--- src/rtl/hpc_regs.svh ---
`ifndef HPC_REGS_SVH
`define HPC_REGS_SVH

// register offsets within the 11-bit register space
`define HPC_OFS_ID          11'h000
`define HPC_OFS_CTRL        11'h020
`define HPC_OFS_SRST        11'h034
`define HPC_OFS_TWI         11'h060
`define HPC_OFS_RSV_LO      11'h004
`define HPC_OFS_RSV_HI      11'h01c

// identification fields
`define HPC_ID_DEV_LSB      0
`define HPC_ID_REV_LSB      8

// control register fields
`define HPC_CTRL_BSEL       0
`define HPC_CTRL_WBL_LSB    6
`define HPC_CTRL_RBL_LSB    8
`define HPC_CTRL_LSYNC      10
`define HPC_CTRL_IPCI       11
`define HPC_CTRL_EPCI       12
`define HPC_CTRL_LSEL_LSB   13
`define HPC_CTRL_RESET      32'h000107c8
`define HPC_CTRL_FIXED      32'h00010008
`define HPC_CTRL_WMASK      32'h0000ffc1

// soft reset register
`define HPC_SRST_BIT        16

// two-wire port register fields
`define HPC_TWI_CDRV        0
`define HPC_TWI_DDRV        1
`define HPC_TWI_CSMP        2
`define HPC_TWI_DSMP        3
`define HPC_TWI_EN          4
`define HPC_TWI_RESET       5'h00

// address word fields
`define HPC_AW_REG          20
`define HPC_AW_CMD_LSB      21
`define HPC_CMD_WRITE       3'h0
`define HPC_CMD_READ        3'h1

// burst limits in doublewords
`define HPC_WBL_FIXED       4'h8
`define HPC_WBL_00          4'h1
`define HPC_WBL_01          4'h2
`define HPC_WBL_10          4'h4
`define HPC_WBL_11          4'h6
`define HPC_RBL_00          4'h2
`define HPC_RBL_01          4'h4
`define HPC_RBL_10          4'h8
`define HPC_RBL_UNLIM       4'h0

`endif

--- src/rtl/hpc_pkg.sv ---
package hpc_pkg;

   // host port transfer sequencing
   typedef enum logic [2:0]
   {
      HPC_ADDR_HI,
      HPC_ADDR_MID,
      HPC_ADDR_LO,
      HPC_WDATA,
      HPC_RDATA
   } hpc_state_e;

   typedef logic [7:0] hpc_byte_t;

endpackage

--- src/rtl/hpc_host_port_regs.sv ---
`timescale 1ns/1ps
`include "hpc_regs.svh"
// Behaviour
// - identification register is read-only: device code bits 7-0, revision bits 15-8.
// - indices 04H through 1CH are reserved and implement nothing.
// - select bit clear limits write bursts to 8; set uses field bits 7-6.
// - write length field: 00=1, 01=2, 10=4, 11=6 doublewords; reset 11.
// - read length field bits 9-8: 00=2, 01=4, 10=8, 11=unlimited; reset 11.
// - bit 10 puts line-sync before (0) or after (1) lines, non-video reads.
// - bit 11 lets internal interrupts assert the active-low PCI interrupt.
// - bit 12 lets the external interrupt input assert the PCI interrupt.
// - bits 15-13 route internal interrupt: none, A, B, C, D (10x), E (11x).
// - at most one legacy interrupt line is asserted at any time.
// - writing one to bit 16 of soft reset register resets the device.
// - clock drive bit 0 drives clock line low at zero, releases at one.
// - data drive bit 1 drives data line low at zero, releases at one.
// - read-only bit 2 returns sampled clock line level.
// - read-only bit 3 returns sampled data line level.
// - enable bit 4 gates bits 3-0; clear means no effect on pins.
// - three address bytes highest first, then four data bytes lowest first.
module hpc_host_port_regs
#(
   parameter logic [7:0] DEVICE_CODE   = 8'h5a, // arbitrary value
   parameter logic [7:0] REVISION_CODE = 8'h01  // arbitrary value
)
(
   input  wire logic       clk_sys,
   input  wire logic       rst,
   input  wire logic       hp_byte_valid,
   input  wire logic [7:0] hp_byte_data,
   output logic            hp_rd_valid,
   output logic [7:0]      hp_rd_data,
   output logic            hp_busy,
   input  wire logic       internal_irq,
   input  wire logic       external_irq_input,
   output logic            pci_irq_n,
   output logic            legacy_irq_line_a,
   output logic            legacy_irq_line_b,
   output logic            legacy_irq_line_c,
   output logic            legacy_irq_line_d,
   output logic            legacy_irq_line_e,
   output logic [3:0]      write_burst_limit,
   output logic [3:0]      read_burst_limit,
   output logic            line_sync_placement,
   output logic            soft_reset_pulse,
   input  wire logic       twowire_clock_in,
   output logic            twowire_clock_out,
   output logic            twowire_clock_oe,
   input  wire logic       twowire_data_in,
   output logic            twowire_data_out,
   output logic            twowire_data_oe
);

   hpc_pkg::hpc_state_e state_r;
   logic [23:0]         addr_r;
   logic [31:0]         wdata_r;
   logic [1:0]          cnt_r;
   logic [31:0]         rdata_r;
   logic [31:0]         ctrl_r;
   logic [4:0]          twi_r;
   logic                srst_r;
   logic                ext_meta_r;
   logic                ext_sync_r;
   logic                scl_meta_r;
   logic                scl_sync_r;
   logic                sda_meta_r;
   logic                sda_sync_r;
   logic [10:0]         reg_ofs;
   logic                is_reg;
   logic                is_write;
   logic                is_read;
   logic                wr_commit;
   logic [31:0]         byte_keep;
   logic [31:0]         ctrl_nxt;
   logic [4:0]          twi_nxt;
   logic [31:0]         read_word;
   logic [2:0]          lsel;
   logic                twi_en;

   // address word fields decoded from the collected header
   assign reg_ofs  = addr_r[10:0];
   assign is_reg   = addr_r[`HPC_AW_REG];
   assign is_write = addr_r[23:`HPC_AW_CMD_LSB] == `HPC_CMD_WRITE;
   assign is_read  = addr_r[23:`HPC_AW_CMD_LSB] == `HPC_CMD_READ;
   assign hp_busy  = state_r == hpc_pkg::HPC_RDATA;

   // commit happens when the fourth data byte arrives
   assign wr_commit = (state_r == hpc_pkg::HPC_WDATA) && hp_byte_valid && (cnt_r == 2'h3)
                      && is_reg && is_write;

   // a set disable bit keeps the old byte
   always_comb
   begin
      for (int i = 0; i < 4; i++)
      begin
         byte_keep[i*8 +: 8] = {8{addr_r[16+i]}};
      end
   end

   // header then data sequencing; memory accesses are swallowed
   always_ff @(posedge clk_sys or posedge rst)
   begin
      if (rst)
      begin
         state_r <= hpc_pkg::HPC_ADDR_HI;
         cnt_r   <= 2'h0;
      end
      else if (srst_r)
      begin
         state_r <= hpc_pkg::HPC_ADDR_HI;
         cnt_r   <= 2'h0;
      end
      else
      begin
         unique case (state_r)
            hpc_pkg::HPC_ADDR_HI:
            begin
               if (hp_byte_valid)
               begin
                  state_r <= hpc_pkg::HPC_ADDR_MID;
               end
            end
            hpc_pkg::HPC_ADDR_MID:
            begin
               if (hp_byte_valid)
               begin
                  state_r <= hpc_pkg::HPC_ADDR_LO;
               end
            end
            hpc_pkg::HPC_ADDR_LO:
            begin
               if (hp_byte_valid)
               begin
                  cnt_r <= 2'h0;
                  if (addr_r[23:`HPC_AW_CMD_LSB] == `HPC_CMD_READ)
                  begin
                     state_r <= hpc_pkg::HPC_RDATA;
                  end
                  else
                  begin
                     state_r <= hpc_pkg::HPC_WDATA;
                  end
               end
            end
            hpc_pkg::HPC_WDATA:
            begin
               if (hp_byte_valid)
               begin
                  cnt_r <= cnt_r + 2'h1;
                  if (cnt_r == 2'h3)
                  begin
                     state_r <= hpc_pkg::HPC_ADDR_HI;
                  end
               end
            end
            hpc_pkg::HPC_RDATA:
            begin
               cnt_r <= cnt_r + 2'h1;
               if (cnt_r == 2'h3)
               begin
                  state_r <= hpc_pkg::HPC_ADDR_HI;
               end
            end
            default:
            begin
               state_r <= hpc_pkg::HPC_ADDR_HI;
            end
         endcase
      end
   end

   // header bytes arrive highest first
   always_ff @(posedge clk_sys or posedge rst)
   begin
      if (rst)
      begin
         addr_r <= 24'h000000;
      end
      else if (hp_byte_valid)
      begin
         unique case (state_r)
            hpc_pkg::HPC_ADDR_HI:  addr_r[23:16] <= hp_byte_data;
            hpc_pkg::HPC_ADDR_MID: addr_r[15:8]  <= hp_byte_data;
            hpc_pkg::HPC_ADDR_LO:  addr_r[7:0]   <= hp_byte_data;
            default:               addr_r        <= addr_r;
         endcase
      end
   end

   // data bytes arrive lowest first
   always_ff @(posedge clk_sys or posedge rst)
   begin
      if (rst)
      begin
         wdata_r <= 32'h00000000;
      end
      else if (hp_byte_valid && state_r == hpc_pkg::HPC_WDATA)
      begin
         wdata_r[cnt_r*8 +: 8] <= hp_byte_data;
      end
   end

   // read mux; reserved and unmapped space reads zero
   always_comb
   begin
      read_word = 32'h00000000;
      if (is_reg)
      begin
         unique case (reg_ofs)
            `HPC_OFS_ID:
               read_word = {16'h0000, REVISION_CODE, DEVICE_CODE};
            `HPC_OFS_CTRL:
               read_word = ctrl_r | `HPC_CTRL_FIXED;
            `HPC_OFS_TWI:
               read_word = {27'h0000000, twi_r[4], twi_en & sda_sync_r,
                            twi_en & scl_sync_r, twi_r[1:0]};
            default:
               read_word = 32'h00000000;
         endcase
      end
   end

   // word latched in the first read cycle after the header, then shifted out
   always_ff @(posedge clk_sys or posedge rst)
   begin
      if (rst)
      begin
         rdata_r     <= 32'h00000000;
         hp_rd_valid <= 1'b0;
         hp_rd_data  <= 8'h00;
      end
      else
      begin
         hp_rd_valid <= state_r == hpc_pkg::HPC_RDATA;
         // first byte comes straight from the mux; the word is latched only now
         if (state_r == hpc_pkg::HPC_RDATA && cnt_r == 2'h0)
         begin
            hp_rd_data <= read_word[7:0];
         end
         else if (state_r == hpc_pkg::HPC_RDATA)
         begin
            hp_rd_data <= rdata_r[cnt_r*8 +: 8];
         end
         if (state_r == hpc_pkg::HPC_ADDR_LO && hp_byte_valid)
         begin
            rdata_r <= 32'h00000000;
         end
         else if (state_r == hpc_pkg::HPC_RDATA && cnt_r == 2'h0)
         begin
            rdata_r <= read_word;
         end
      end
   end

   // next control value honouring byte disables; reserved bits dropped
   assign ctrl_nxt = ((ctrl_r & byte_keep) | (wdata_r_next() & ~byte_keep))
                     & `HPC_CTRL_WMASK;

   function automatic logic [31:0] wdata_r_next();
      logic [31:0] w;
      w = wdata_r;
      w[31:24] = hp_byte_data;
      return w;
   endfunction

   assign twi_nxt = {ctrl_nxt[0] & 1'b0, 4'h0} | {((twi_r[4] & byte_keep[4]) |
                    (wdata_r[4] & ~byte_keep[4])), 2'h0,
                    (twi_r[1] & byte_keep[1]) | (wdata_r[1] & ~byte_keep[1]),
                    (twi_r[0] & byte_keep[0]) | (wdata_r[0] & ~byte_keep[0])};

   // control register, loaded with its reset value by power-on or soft reset
   always_ff @(posedge clk_sys or posedge rst)
   begin
      if (rst)
      begin
         ctrl_r <= `HPC_CTRL_RESET & `HPC_CTRL_WMASK;
      end
      else if (srst_r)
      begin
         ctrl_r <= `HPC_CTRL_RESET & `HPC_CTRL_WMASK;
      end
      else if (wr_commit && reg_ofs == `HPC_OFS_CTRL)
      begin
         ctrl_r <= ctrl_nxt;
      end
   end

   // two-wire control bits; sample bits are not storage
   always_ff @(posedge clk_sys or posedge rst)
   begin
      if (rst)
      begin
         twi_r <= `HPC_TWI_RESET;
      end
      else if (srst_r)
      begin
         twi_r <= `HPC_TWI_RESET;
      end
      else if (wr_commit && reg_ofs == `HPC_OFS_TWI)
      begin
         twi_r <= twi_nxt;
      end
   end

   // soft reset strobe; the bit itself never stores, so reads give zero
   always_ff @(posedge clk_sys or posedge rst)
   begin
      if (rst)
      begin
         srst_r <= 1'b0;
      end
      else
      begin
         srst_r <= wr_commit && reg_ofs == `HPC_OFS_SRST && !byte_keep[`HPC_SRST_BIT]
                   && wdata_r[`HPC_SRST_BIT];
      end
   end
   assign soft_reset_pulse = srst_r;

   // pins from outside pass two flops before use
   always_ff @(posedge clk_sys or posedge rst)
   begin
      if (rst)
      begin
         ext_meta_r <= 1'b0;
         ext_sync_r <= 1'b0;
         scl_meta_r <= 1'b1;
         scl_sync_r <= 1'b1;
         sda_meta_r <= 1'b1;
         sda_sync_r <= 1'b1;
      end
      else
      begin
         ext_meta_r <= external_irq_input;
         ext_sync_r <= ext_meta_r;
         scl_meta_r <= twowire_clock_in;
         scl_sync_r <= scl_meta_r;
         sda_meta_r <= twowire_data_in;
         sda_sync_r <= sda_meta_r;
      end
   end

   assign lsel   = ctrl_r[`HPC_CTRL_LSEL_LSB +: 3];
   assign twi_en = twi_r[`HPC_TWI_EN];

   // interrupt routing; one-hot legacy decode keeps a single line active
   always_ff @(posedge clk_sys or posedge rst)
   begin
      if (rst)
      begin
         pci_irq_n         <= 1'b1;
         legacy_irq_line_a <= 1'b0;
         legacy_irq_line_b <= 1'b0;
         legacy_irq_line_c <= 1'b0;
         legacy_irq_line_d <= 1'b0;
         legacy_irq_line_e <= 1'b0;
      end
      else
      begin
         pci_irq_n <= !((internal_irq && ctrl_r[`HPC_CTRL_IPCI])
                        || (ext_sync_r && ctrl_r[`HPC_CTRL_EPCI]));
         legacy_irq_line_a <= internal_irq && lsel == 3'h1;
         legacy_irq_line_b <= internal_irq && lsel == 3'h2;
         legacy_irq_line_c <= internal_irq && lsel == 3'h3;
         legacy_irq_line_d <= internal_irq && lsel[2:1] == 2'h2;
         legacy_irq_line_e <= internal_irq && lsel[2:1] == 2'h3;
      end
   end

   // burst limits decoded into doubleword counts for the transfer engine
   always_ff @(posedge clk_sys or posedge rst)
   begin
      if (rst)
      begin
         write_burst_limit   <= `HPC_WBL_FIXED;  // select bit is clear after reset
         read_burst_limit    <= `HPC_RBL_UNLIM;
         line_sync_placement <= 1'b1;
      end
      else
      begin
         if (!ctrl_r[`HPC_CTRL_BSEL])
         begin
            write_burst_limit <= `HPC_WBL_FIXED;
         end
         else
         begin
            unique case (ctrl_r[`HPC_CTRL_WBL_LSB +: 2])
               2'h0: write_burst_limit <= `HPC_WBL_00;
               2'h1: write_burst_limit <= `HPC_WBL_01;
               2'h2: write_burst_limit <= `HPC_WBL_10;
               2'h3: write_burst_limit <= `HPC_WBL_11;
            endcase
         end
         unique case (ctrl_r[`HPC_CTRL_RBL_LSB +: 2])
            2'h0: read_burst_limit <= `HPC_RBL_00;
            2'h1: read_burst_limit <= `HPC_RBL_01;
            2'h2: read_burst_limit <= `HPC_RBL_10;
            2'h3: read_burst_limit <= `HPC_RBL_UNLIM;
         endcase
         line_sync_placement <= ctrl_r[`HPC_CTRL_LSYNC];
      end
   end

   // open-drain lines only ever pull low; disabled port stays released
   assign twowire_clock_out = 1'b0;
   assign twowire_data_out  = 1'b0;
   assign twowire_clock_oe  = twi_en && !twi_r[`HPC_TWI_CDRV];
   assign twowire_data_oe   = twi_en && !twi_r[`HPC_TWI_DDRV];

endmodule

--- config.mk ---
export PLATFORM = sky130hd
export DESIGN_NAME = hpc_host_port_regs
export DESIGN_NICKNAME = d
export VERILOG_FILES = /design/src/rtl/hpc_pkg.sv /design/src/rtl/hpc_host_port_regs.sv
export VERILOG_INCLUDE_DIRS = /design/src /design/src/rtl
export SDC_FILE = /design/constraint.sdc
export NUM_CORES = 1
export LEC_CHECK = 0
export ABC_AREA = 1
export CAP_MARGIN = 5
export CORE_MARGIN = 3
export CORE_UTILIZATION = 63
export DETAILED_ROUTE_END_ITERATION = 8
export DONT_BUFFER_PORTS = 1
export GPL_TIMING_DRIVEN = 0
export PLACE_DENSITY = 0.89
export SLEW_MARGIN = 0
export SYNTH_ARGS = -nofsm -noshare
export SYNTH_HDL_FRONTEND = slang
export SYNTH_SLANG_ARGS = --single-unit
--- constraint.sdc ---
create_clock -name clk_sys -period 4.6 [get_ports clk_sys]
set_input_delay 1.15 -clock clk_sys [delete_from_list [all_inputs] [get_ports clk_sys]]
set_output_delay 1.15 -clock clk_sys [all_outputs]
set_load 0.01 [all_outputs]
### After elaboration in Yosys (flattened, before gate mapping)

Index checks and enable logic that the tools add are counted.
W data, S select, Z words.

* flip-flop bits (word level): 156
* input bits: 15
* output and inout port bits: 30
* word-level logic and storage cells: 139

* $add $sub $neg: 2
* equality and inequality tests: 24
* shifts and indexed selects: 3
* muxes and demuxes: 26
* bitwise logic cells: 16
* reductions and logical operators: 41

Operators with widths (number)
* $mux W32: 5
* $pmux W32 S3: 1
* $neg A5 Y34: 1
* $shift A8 B34 Y32 const A: 1
* $shiftx A8 B34 Y32: 1
* $and A16 B16 Y16: 2
* $bwmux W32: 1
* $pmux W4 S4: 2
* $shiftx A32 B6 Y8: 1
* $eq A11 B6 Y1 const B: 2
* $mux W3: 7
* $logic_and A1 B1 Y1: 20
* $mux W8: 2
* $not A16 Y16: 1
* $or A16 B16 Y16: 1
* $pmux W3 S5: 1
* $eq A2 B2 Y1 const B: 7
* $eq A3 B2 Y1 const B: 4
* $ne A3 B3 Y1 const B: 4
* $eq A11 B7 Y1 const B: 1
* $logic_not A11 Y1: 1
* $mux W5: 2
* $eq A3 B1 Y1 const B: 3
* $and A1 B1 Y1: 8
* other kinds (17): 33

### Longest topological paths before layout

Gate-level depths: netlist of the first run.

* depth in word-level cells: 8
* depth in mapped cells: 10

### Least setup slack after synthesis of the first run

OpenSTA, ideal clock, no wires.

* kind: register to output
* from: register state_r[0]
* to: output port hp_busy
* arrival: 1013 ps
* slack: 2437 ps
* cell stages (with the launch flop): 5
* path buffers: 1
* cell sequence: dfrtp_1 nor2_1 nand2_1 inv_1 buf_4

* word-level cells in the longest chain between the ends: 1

RTL lines
* start, declared: RTL line hpc_host_port_regs.sv:54 `hpc_pkg::hpc_state_e state_r;`
* start signal, assigned: RTL line hpc_host_port_regs.sv:105 `state_r <= hpc_pkg::HPC_ADDR_HI;`
* start signal, assigned: RTL line hpc_host_port_regs.sv:110 `state_r <= hpc_pkg::HPC_ADDR_HI;`
* start signal, assigned: RTL line hpc_host_port_regs.sv:120 `state_r <= hpc_pkg::HPC_ADDR_MID;`
* $eq A3 B3 Y1: RTL line hpc_host_port_regs.sv:85 `assign hp_busy = state_r == hpc_pkg::HPC_RDATA;`
* end, declared: RTL line hpc_host_port_regs.sv:33 `output logic hp_busy,`

Every way passes these cells.

### Worst setup path after layout of the first run

Ends and elaborated chain as after synthesis.

==> results.cfg, run 1 <==
[global_route]
overflow = 0
grt_pass1_vias = 3385
antenna_found_initial = 0
grt_max_degree = 77
grt_usage_pct = 26.9
grt_pass1_wl_um = 16000

[route]
drc = 0
post_drt_via_cell_ratio = 5.94
wl_per_cell_um = 16.7
antenna_left = 0
vias = 3480
drt_iter0_drc = 293
dr.pass1.iters = 5
wl_um = 9780

[clock_network]
clockBufferDepth = 2
cts_tree = yes
cts_hold_buf = 0
cts_sinks = 97
htreeDepth = 3
post_cts_resized = 0
post_cts_buffers = 0
clock-root-buffer = clkbuf_8
cts-buffers-inserted = 9
clock_latency_ns = 0.37
clk_transition_reported_paths_ns = 0.10

[sta]
slew_viol_final = 0
finalCritPeriodShare_pct = 61.1
slew_headroom_pct = 40.4
finalHoldViolCount = 0
max_slew.worst_pin.slew_ns = 0.887
clock.fmax_mhz = 356
fin_crit_ns = 2.81
rsz0062_at_grt = false
fin_tns_setup_ns = 0
finalSetupViolations = 0
skew_ns = 0.00676

[logic_synthesis]
ys_warn_count = 0
syn_avg_cell_area_um2 = 8.87
ys_ff_latch = 97
ys_seq_area_share_pct = 56.2
synthesis.area_mm2 = 0.00435
syn_inst = 490
synth.distinct_cells = 33

[setup_path]
critPathMaxFanout = 11
start_kind = flop
arrival_ns = 1.66
critPathLaunch = state_r[0]
path_class = reg2out
r2r-start = cnt_r[0]
crit_path_end_kind = output pin
cp.required_ns = 3.45

[floorplanning]
fp.dieW_um = 89.1
rows = 29
core_mm2 = 0.00653
die_height_um = 89.1
initial_core_util_pct = 66.6
ioPinCount = 45
die_area_mm2 = 0.00793

[placement]
post_dp_cell_area_mm2 = 0.00448
dp_hpwl_um = 7270
numPortBuffers = 0
gp_congestion = 0.994

[pwr]
power_density_mw_per_mm2 = 516
peakVddDrop_uv = 348
p_leak_uw = 0.00227

[run]
maxCapViolCount = 0

[layout]
fillers = 461
seqCellArea_mm2 = 0.00244
antenna-diode-count = 0
layout_commonest_cell = nand2_1
post-route-cell-area_mm2 = 0.00467
multi_input_area_mm2 = 0.00158
area_delta_synth_final_pct = 7.34
fin_nets = 523
mostFrequentLayoutCells = nand2_1, dfrtp_1, inv_1, o21ai_0, nand3_1
drive_above_1_share_pct = 13.4

[worst_hold_path]
hold_start = ext_meta_r
hold_path_class = reg2reg

[status]
outcome = finished clean
critical path, stage by stage, from the launching register on:
cell	delay (ns)
dfrtp_1	0.46
nor2_1	0.23
nand2_1	0.17
inv_1	0.21
buf_4	0.23
through the flow:
stage	power, µW	hold slack [ns]	cells	worst slack [ns]	utilization, %
2_1_floorplan	1690	0.331	492	0.936	-
3_3_place_gp	1830	0.332	569	0.105	68.1
3_5_place_dp	1890	0.335	570	2.20	68.6
4_1_cts	2400	0.356	586	1.79	71.4
5_1_grt	2570	0.366	586	1.63	71.4
6_report	2410	0.356	586	1.79	71.4
layer usage:
metal / part of all wire (%) / wire length (µm) / track usage [%] / vias to the layer above
met3: 7.5 / 729 / 5.99 / 19
met1: 42 / 4130 / 35.1 / 1692
met4: 1.9 / 188 / 10.6 / 0
met2: 48 / 4730 / 44.1 / 148
met5: 0 / 0 / 0 / -
li1: - / - / - / 1621
path summary, 6_finish.rpt:
| check | to | slack, ns | cells past startpoint |
|---|---|---|---|
| min | ext_sync_r | 0.36 | 0 |
| max reg2reg | wdata_r[10] | 2.23 | 7 |
| max | hp_busy | 1.79 | 4 |
| min reg2reg | ext_sync_r | 0.36 | 0 |
| max in group asynchronous | pci_irq_n | 3.32 | 2 |
| min in group asynchronous | state_r[0] | 0.60 | 1 |
cells in the mapped netlist:
master | n | area [µm²]
nand2_1 | 95 | 357
dfrtp_1 | 85 | 2130
inv_1 | 63 | 236
o21ai_0 | 62 | 310
nand3_1 | 43 | 215
nor2_1 | 38 | 143
a21oi_1 | 13 | 65.1
dfstp_2 | 12 | 315
o21ai_2 | 12 | 105
nand2_2 | 6 | 37.5
nand4_1 | 6 | 37.5
nor3_1 | 6 | 30.0
o31ai_1 | 6 | 45.0
clkbuf_1 | 5 | 18.8
buf_2 | 4 | 20.0
buf_4 | 4 | 30.0
ha_1 | 4 | 50.1
nor2_4 | 3 | 33.8
o21ai_1 | 3 | 15.0
a31oi_1 | 2 | 12.5
buf_6 | 2 | 22.5
nand3_2 | 2 | 20.0
nand3b_1 | 2 | 15.0
nor4_1 | 2 | 12.5
or2_2 | 2 | 12.5
clkbuf_4 | 1 | 7.51
conb_1 | 1 | 3.75
nor2_2 | 1 | 6.26
nor3_2 | 1 | 10.0
o2111ai_1 | 1 | 8.76
o211ai_1 | 1 | 7.51
o21bai_1 | 1 | 7.51
o221ai_1 | 1 | 8.76
report_power, final:
part	internal, µW	switching [µW]	leakage (µW)
clock network	207	317	0.0000936
logic	219	454	0.000939
registers	1050	163	0.00124
cell type report:
cell class | count | share of cell area [%]
Clock buffer | 9 | 2.65
Tap cell | 77 | 2.06
Sequential cell | 97 | 52.3
Clock inverter | 7 | 1.31
Timing Repair Buffer | 1 | 0.590
Inverter | 63 | 5.12
Multi-Input combinational cell | 316 | 33.8
Buffer | 16 | 2.12
cells by family (layout without fill, tap and decap cells):
logic type | count (synthesis) | count (layout) | synth area share, %
simple gates | 207 | 207 | 21.4
compound gates | 102 | 102 | 13.5
flops | 97 | 97 | 56.2
buf+inv | 79 | 96 | 7.71
fa+ha+maj | 4 | 4 | 1.15
other cells | 1 | 3 | 0.0863
sequential cells by signal, summed over array words and instances, names as in the netlist, 2 cells and up:
signal,flops
hp_rd_data,8
cnt_r,2
twi_r,3
addr_r,18
write_burst_limit,4
ctrl_r,11
rdata_r,16
wdata_r,14
read_burst_limit,3
state_r,3
(Power assumes the default switching activity.)
==> inputs of run 2 (changes only) <==
--- a/config.mk
+++ b/config.mk
@@ -6,7 +6,7 @@
 export SDC_FILE = /design/constraint.sdc
 export NUM_CORES = 1
 export LEC_CHECK = 0
-export ABC_AREA = 1
+export ABC_AREA = 0
 export CAP_MARGIN = 5
 export CORE_MARGIN = 3
 export CORE_UTILIZATION = 63
==> constraint.sdc (replaced) <==
create_clock -name clk_sys -period 2.6 [get_ports clk_sys]
set_input_delay 0.65 -clock clk_sys [delete_from_list [all_inputs] [get_ports clk_sys]]
set_output_delay 0.65 -clock clk_sys [all_outputs]
set_load 0.01 [all_outputs]
==> run 2 against run 1 <==
Die area is 3.0% lower. Routed wire length shrank 9.0%. Combinational power rose by 69%. Synthesized area is 3.2% lower. Design area is 1.9% lower. Register-to-register slack got worse by 2.0 ns. Critical path type is now reg2reg. Largest power group unchanged. Highest routed layer unchanged.
==> results.cfg, run 2 <==
[setup_path]
critPathMaxFanout = 10
r2r_end = twi_r[0]
critPathTopFamily = simple AND/OR/NAND/NOR gates
start_kind = flop
path_class = reg2reg
critPathLaunch = cnt_r[1]
slowest_stage = or4b_4
cp.required_ns = 2.84
ff2ff_path_depth = 6
r2r-start = cnt_r[1]
crit_chain = ha_1, or4b_4, or4_4, buf_2, o21ai_0, a21oi_1
crit_path_end_kind = flop
slowest_delay_ns = 0.53
worst-path-buf-inv = 1
reg2reg_slack_ns = 0.19
path_depth = 6
arrival_ns = 2.65

[layout]
fin_nets = 428
fillers = 422
reg_top3 = addr_r (18), rdata_r (16), wdata_r (14)
layout_commonest_cell = dfrtp_1
regMostFlops = addr_r
drive_above_1_share_pct = 16.7
final_core_util_pct = 71.2
largest_reg_flops = 18
mostFrequentLayoutCells = dfrtp_1, nand2_1, nor2_1
antenna-diode-count = 0
area_delta_synth_final_pct = 8.74

[logic_synthesis]
ys_seq_area_share_pct = 58.0
synth_edf_count = 0
yosys.area.top_type = dfrtp_1
synthesis.area_mm2 = 0.00421
syn_inst = 394
syn_avg_cell_area_um2 = 10.7
synth_compound_area_share_pct = 11.1
yosys.area_share.simple_pct = 18.7
async_flop_share_pct = 100
ys_top_cells_by_count = dfrtp_1, nand2_1, nor2_1, o21ai_0, a21oi_1
ys_warn_count = 0
ys.flop_type = dfrtp_1
synth_top_cell_area_share_pct = 50.6
synth_mux_area_share_pct = 7.46
synth_top_family_by_area = simple AND/OR/NAND/NOR gates
synth_area_leaders = dfrtp_1, dfstp_2, mux2_2, nand2_1, o21ai_0
synth_xor_area_share_pct = 0
synth_fa_ha_area_share_pct = 1.19
yosysMostFrequentCell = dfrtp_1
synth.distinct_cells = 50
ys_ff_latch = 97

[sta]
fin_crit_ns = 2.41
max_slew.worst_pin.slew_ns = 1.01
finalCritPeriodShare_pct = 92.8
clock.fmax_mhz = 414
skew_ns = 0.0133
slew_headroom_pct = 31.8
finalHoldViolCount = 0
fin_tns_setup_ns = 0
fin_ws_ns = 0.187
finalSetupViolations = 0
slew_viol_final = 0

[clock_network]
cts-buffers-inserted = 9
clock-root-buffer = clkbuf_8
clk_transition_reported_paths_ns = 0.09
cts_sinks = 97
clock_latency_ns = 0.37
cts_hold_buf = 0
clockBufferDepth = 2
post_cts_buffers = 0
post_cts_resized = 0
htreeDepth = 3
cts_tree = yes

[floorplanning]
die_area_mm2 = 0.00770
core_mm2 = 0.00642
die_height_um = 87.7
rows = 29
fp.dieW_um = 87.7
ioPinCount = 45
initial_core_util_pct = 65.5

[run]
maxCapViolCount = 0

[status]
outcome = finished clean

[global_route]
grt_pass1_wl_um = 14500
overflow = 0
grt_max_degree = 39
antenna_found_initial = 0
grt_pass1_vias = 2899
grt_usage_pct = 25.0

[route]
dr.pass1.iters = 5
drc = 0
wl_um = 8900
drt_iter0_drc = 383
vias = 2997
post_drt_via_cell_ratio = 6.10
wl_per_cell_um = 18.1
antenna_left = 0

[placement]
numPortBuffers = 0
dp_slack_ns = 0.00262
gp_congestion = 0.986
dp_hpwl_um = 6430

[pwr]
peakVddDrop_uv = 590
p_leak_uw = 0.00199
power_uw = 4120
power_density_mw_per_mm2 = 900

[worst_hold_path]
hold_path_class = in2async
run 2: worst register-to-register path: stages (launching register included):
cell	delay (ns)
dfrtp_1	0.47
ha_1	0.27
or4b_4	0.53
or4_4	0.48
buf_2	0.20
o21ai_0	0.24
a21oi_1	0.09
run 2: cell type report:
cell class	count	area, µm²	area share (%)
flip-flops and latches	97	2440	53.4
multi-input cells	266	1660	36.4
clock buffers	10	138	3.01
plain buffers	25	113	2.46
well taps	77	96.3	2.11
clock inverters	6	47.5	1.04
repair buffers	2	40.0	0.875
inverters	8	33.8	0.738
run 2: kinds of logic after synthesis:
logic type / count (synthesis)
muxes: 29
buffers and inverters: 33
and+or+nand+nor: 153
DFF: 97
adders and majority gates: 4
AOI/OAI and AO/OA: 77
other: 1
run 2: how the worst max path moves through the flow:
stage / endpoint / slack, ns
after floorplan: twi_r[0] / 0.47
after global placement: addr_r[3] / 0.03
after detailed placement: addr_r[7] / 0.003
after CTS: hp_rd_data[6] / 0.03
after global routing: twi_r[0] / -0.04
final: twi_r[0] / 0.19
run 2: metrics by stage:
stage / instance area [µm²] / hold WS, ns / cells
after CTS: 4540 / 0.216 / 491
after detailed placement: 4360 / 0.340 / 475
final: 4580 / 0.209 / 491
after global routing: 4580 / 0.227 / 491
after global placement: 4320 / 0.331 / 473
after floorplan: 4220 / 0.331 / 396
run 2: report_power, final:
part	switching [µW]	total (µW)	leakage, µW	internal, µW
Clock	530	916	0.0000989	386
Sequential	260	2060	0.00124	1800
Combinational	680	1140	0.000658	460
run 2: layer usage:
layer / up-vias / global-route usage [%] / share of wire (%)
met5: - / 0 / 0
met4: 0 / 12.6 / 2.6
met3: 23 / 5.74 / 6.9
met2: 125 / 38.3 / 48
met1: 1436 / 33.6 / 43
li1: 1413 / - / -
==> inputs of run 3 (changes only) <==
--- a/config.mk
+++ b/config.mk
@@ -8,12 +8,16 @@
 export LEC_CHECK = 0
 export ABC_AREA = 0
 export CAP_MARGIN = 5
+export CELL_PAD_IN_SITES_DETAIL_PLACEMENT = 1
+export CELL_PAD_IN_SITES_GLOBAL_PLACEMENT = 1
 export CORE_MARGIN = 3
-export CORE_UTILIZATION = 63
+export CORE_UTILIZATION = 50
+export CTS_CLUSTER_DIAMETER = 30
 export DETAILED_ROUTE_END_ITERATION = 8
 export DONT_BUFFER_PORTS = 1
 export GPL_TIMING_DRIVEN = 0
 export PLACE_DENSITY = 0.89
+export SKIP_CTS_REPAIR_TIMING = 1
 export SLEW_MARGIN = 0
 export SYNTH_ARGS = -nofsm -noshare
 export SYNTH_HDL_FRONTEND = slang
==> run 3 against run 2 <==
Via count rose by 4.1%. Global-route usage fell by 0.87 points. Fmax fell by 2.5%. Sequential share of layout area fell by 0.51 points. Die area rose by 24%. Power rose by 3.0%. Non-clock buffer count did not move. Sequential cell count did not move. Clock-buffer cell count fell by 1. Register-to-register slack got worse by 0.06 ns. Largest power group unchanged. Largest cell class unchanged.
==> results.cfg, run 3 (synthesized netlist as in run 2, its figures left out) <==
[status]
outcome = finished clean

[setup_path]
critPathLaunch = state_r[2]
path_class = reg2reg
critPathCapture = addr_r[7]
critPathMaxFanout = 10
reg2reg_slack_ns = 0.12
slowest_delay_ns = 0.97
r2r-start = state_r[2]
r2r_end = addr_r[7]
cp.required_ns = 2.87
arrival_ns = 2.74
crit_path_end_kind = flop
crit_chain = clkbuf_1, nor4bb_1, buf_2, mux2_2
slowest_stage = nor4bb_1
start_kind = flop
ff2ff_path_depth = 4

[floorplanning]
initial_core_util_pct = 53.1
rows = 32
fp.dieW_um = 97.7
core_mm2 = 0.00793
die_area_mm2 = 0.00955
ioPinCount = 45
die_height_um = 97.7

[sta]
fin_ws_ns = 0.125
skew_ns = 0.0118
rsz0062_at_grt = false
finalHoldViolCount = 0
fin_tns_setup_ns = 0
fin_crit_ns = 2.48
finalCritPeriodShare_pct = 95.2
finalSetupViolations = 0
max_slew.worst_pin.slew_ns = 1.10
clock.fmax_mhz = 404
slew_headroom_pct = 25.5
slew_viol_final = 0

[global_route]
grt_pass1_wl_um = 18000
grt_pass1_vias = 3352
overflow = 0
grt_usage_pct = 24.1
grt_max_degree = 44
antenna_found_initial = 0

[clock_network]
clock_latency_ns = 0.38
htreeDepth = 3
cts_tree = yes
clk_transition_reported_paths_ns = 0.10
clockBufferDepth = 2
cts-buffers-inserted = 9
cts_sinks = 97
clock-root-buffer = clkbuf_8

[route]
drt_iter0_drc = 153
wl_um = 11000
post_drt_via_cell_ratio = 6.05
wl_per_cell_um = 21.3
vias = 3120
dr.pass1.iters = 4
drc = 0
antenna_left = 0

[layout]
antenna-diode-count = 0
final_core_util_pct = 58.3
largest_reg_flops = 18
reg_top3 = addr_r (18), rdata_r (16), wdata_r (14)
fin_cells = 516
drive_above_1_share_pct = 17.1
area_delta_synth_final_pct = 9.78
mostFrequentLayoutCells = dfrtp_1, nand2_1, nor2_1
regMostFlops = addr_r
layout_commonest_cell = dfrtp_1
fin_nets = 428

[pwr]
seqPwrFrac_pct = 48.8
switchingPower_uw = 1600
power_uw = 4240
intPower_uw = 2640
clock_power_share_pct = 23.0
power_density_mw_per_mm2 = 918
p_leak_uw = 0.00199
p_comb_share_pct = 28.2
peakVddDrop_uv = 590
p_sw_share_pct = 37.8

[placement]
dp_slack_ns = -0.174
place_inst = 500
dp_hpwl_um = 7990
gp_congestion = 0.899
numPortBuffers = 0

[worst_hold_path]
hold_path_class = in2async

[run]
maxCapViolCount = 0
## run 3: worst min path at each step
stage	from	endpoint	slack, ns
2_1_floorplan	ext_meta_r	ext_sync_r	0.33
3_3_place_gp	ext_meta_r	ext_sync_r	0.35
3_5_place_dp	scl_meta_r	scl_sync_r	0.36
4_1_cts	rst	soft_reset_pulse	0.1
5_1_grt	rst	soft_reset_pulse	0.10
6_report	rst	write_burst_limit[2]	0.1
## run 3: stage by stage
step	hold WS, ns	cell area [µm²]
floorplan	0.331	4220
finish	0.0967	4620
global placement	0.346	4350
CTS	0.0970	4580
global route	0.104	4620
detailed placement	0.356	4390
## run 3: area by class of cell
type	count	area, µm²
Buffer	25	113
Clock buffer	9	124
Clock inverter	7	70.1
Fill cell	864	3310
Inverter	8	37.5
Multi-Input combinational cell	266	1660
Sequential cell	97	2440
Tap cell	102	128
Timing Repair Buffer	2	40.0
## run 3: critical path, delay by kind of cell (launching register included)
| family | cells | cell delay [ns] |
|---|---|---|
| buffers and inverters | 2 | 0.65 |
| flip-flops | 1 | 0.37 |
| multiplexers | 1 | 0.38 |
| AND/OR/NAND/NOR | 1 | 0.97 |
## run 3: routing by layer
layer / up-vias / global-route usage [%] / part of all wire [%]
li1: 1410 / - / -
met1: 1609 / 29.8 / 42
met2: 76 / 40.9 / 51
met3: 25 / 5.93 / 4.2
met4: 0 / 9.58 / 2.9
met5: - / 0 / 0
## run 3: power by group through the flow
| stage | Sequential, µW | Clock, µW | Combinational [µW] |
|---|---|---|---|
| final | 2070 | 974 | 1200 |
| after global routing | 2110 | 1060 | 1310 |
| after floorplan | 2000 | 0 | 877 |
| after detailed placement | 2090 | 0 | 1150 |
| after global placement | 2070 | 0 | 1070 |
| after CTS | 2060 | 981 | 1160 |
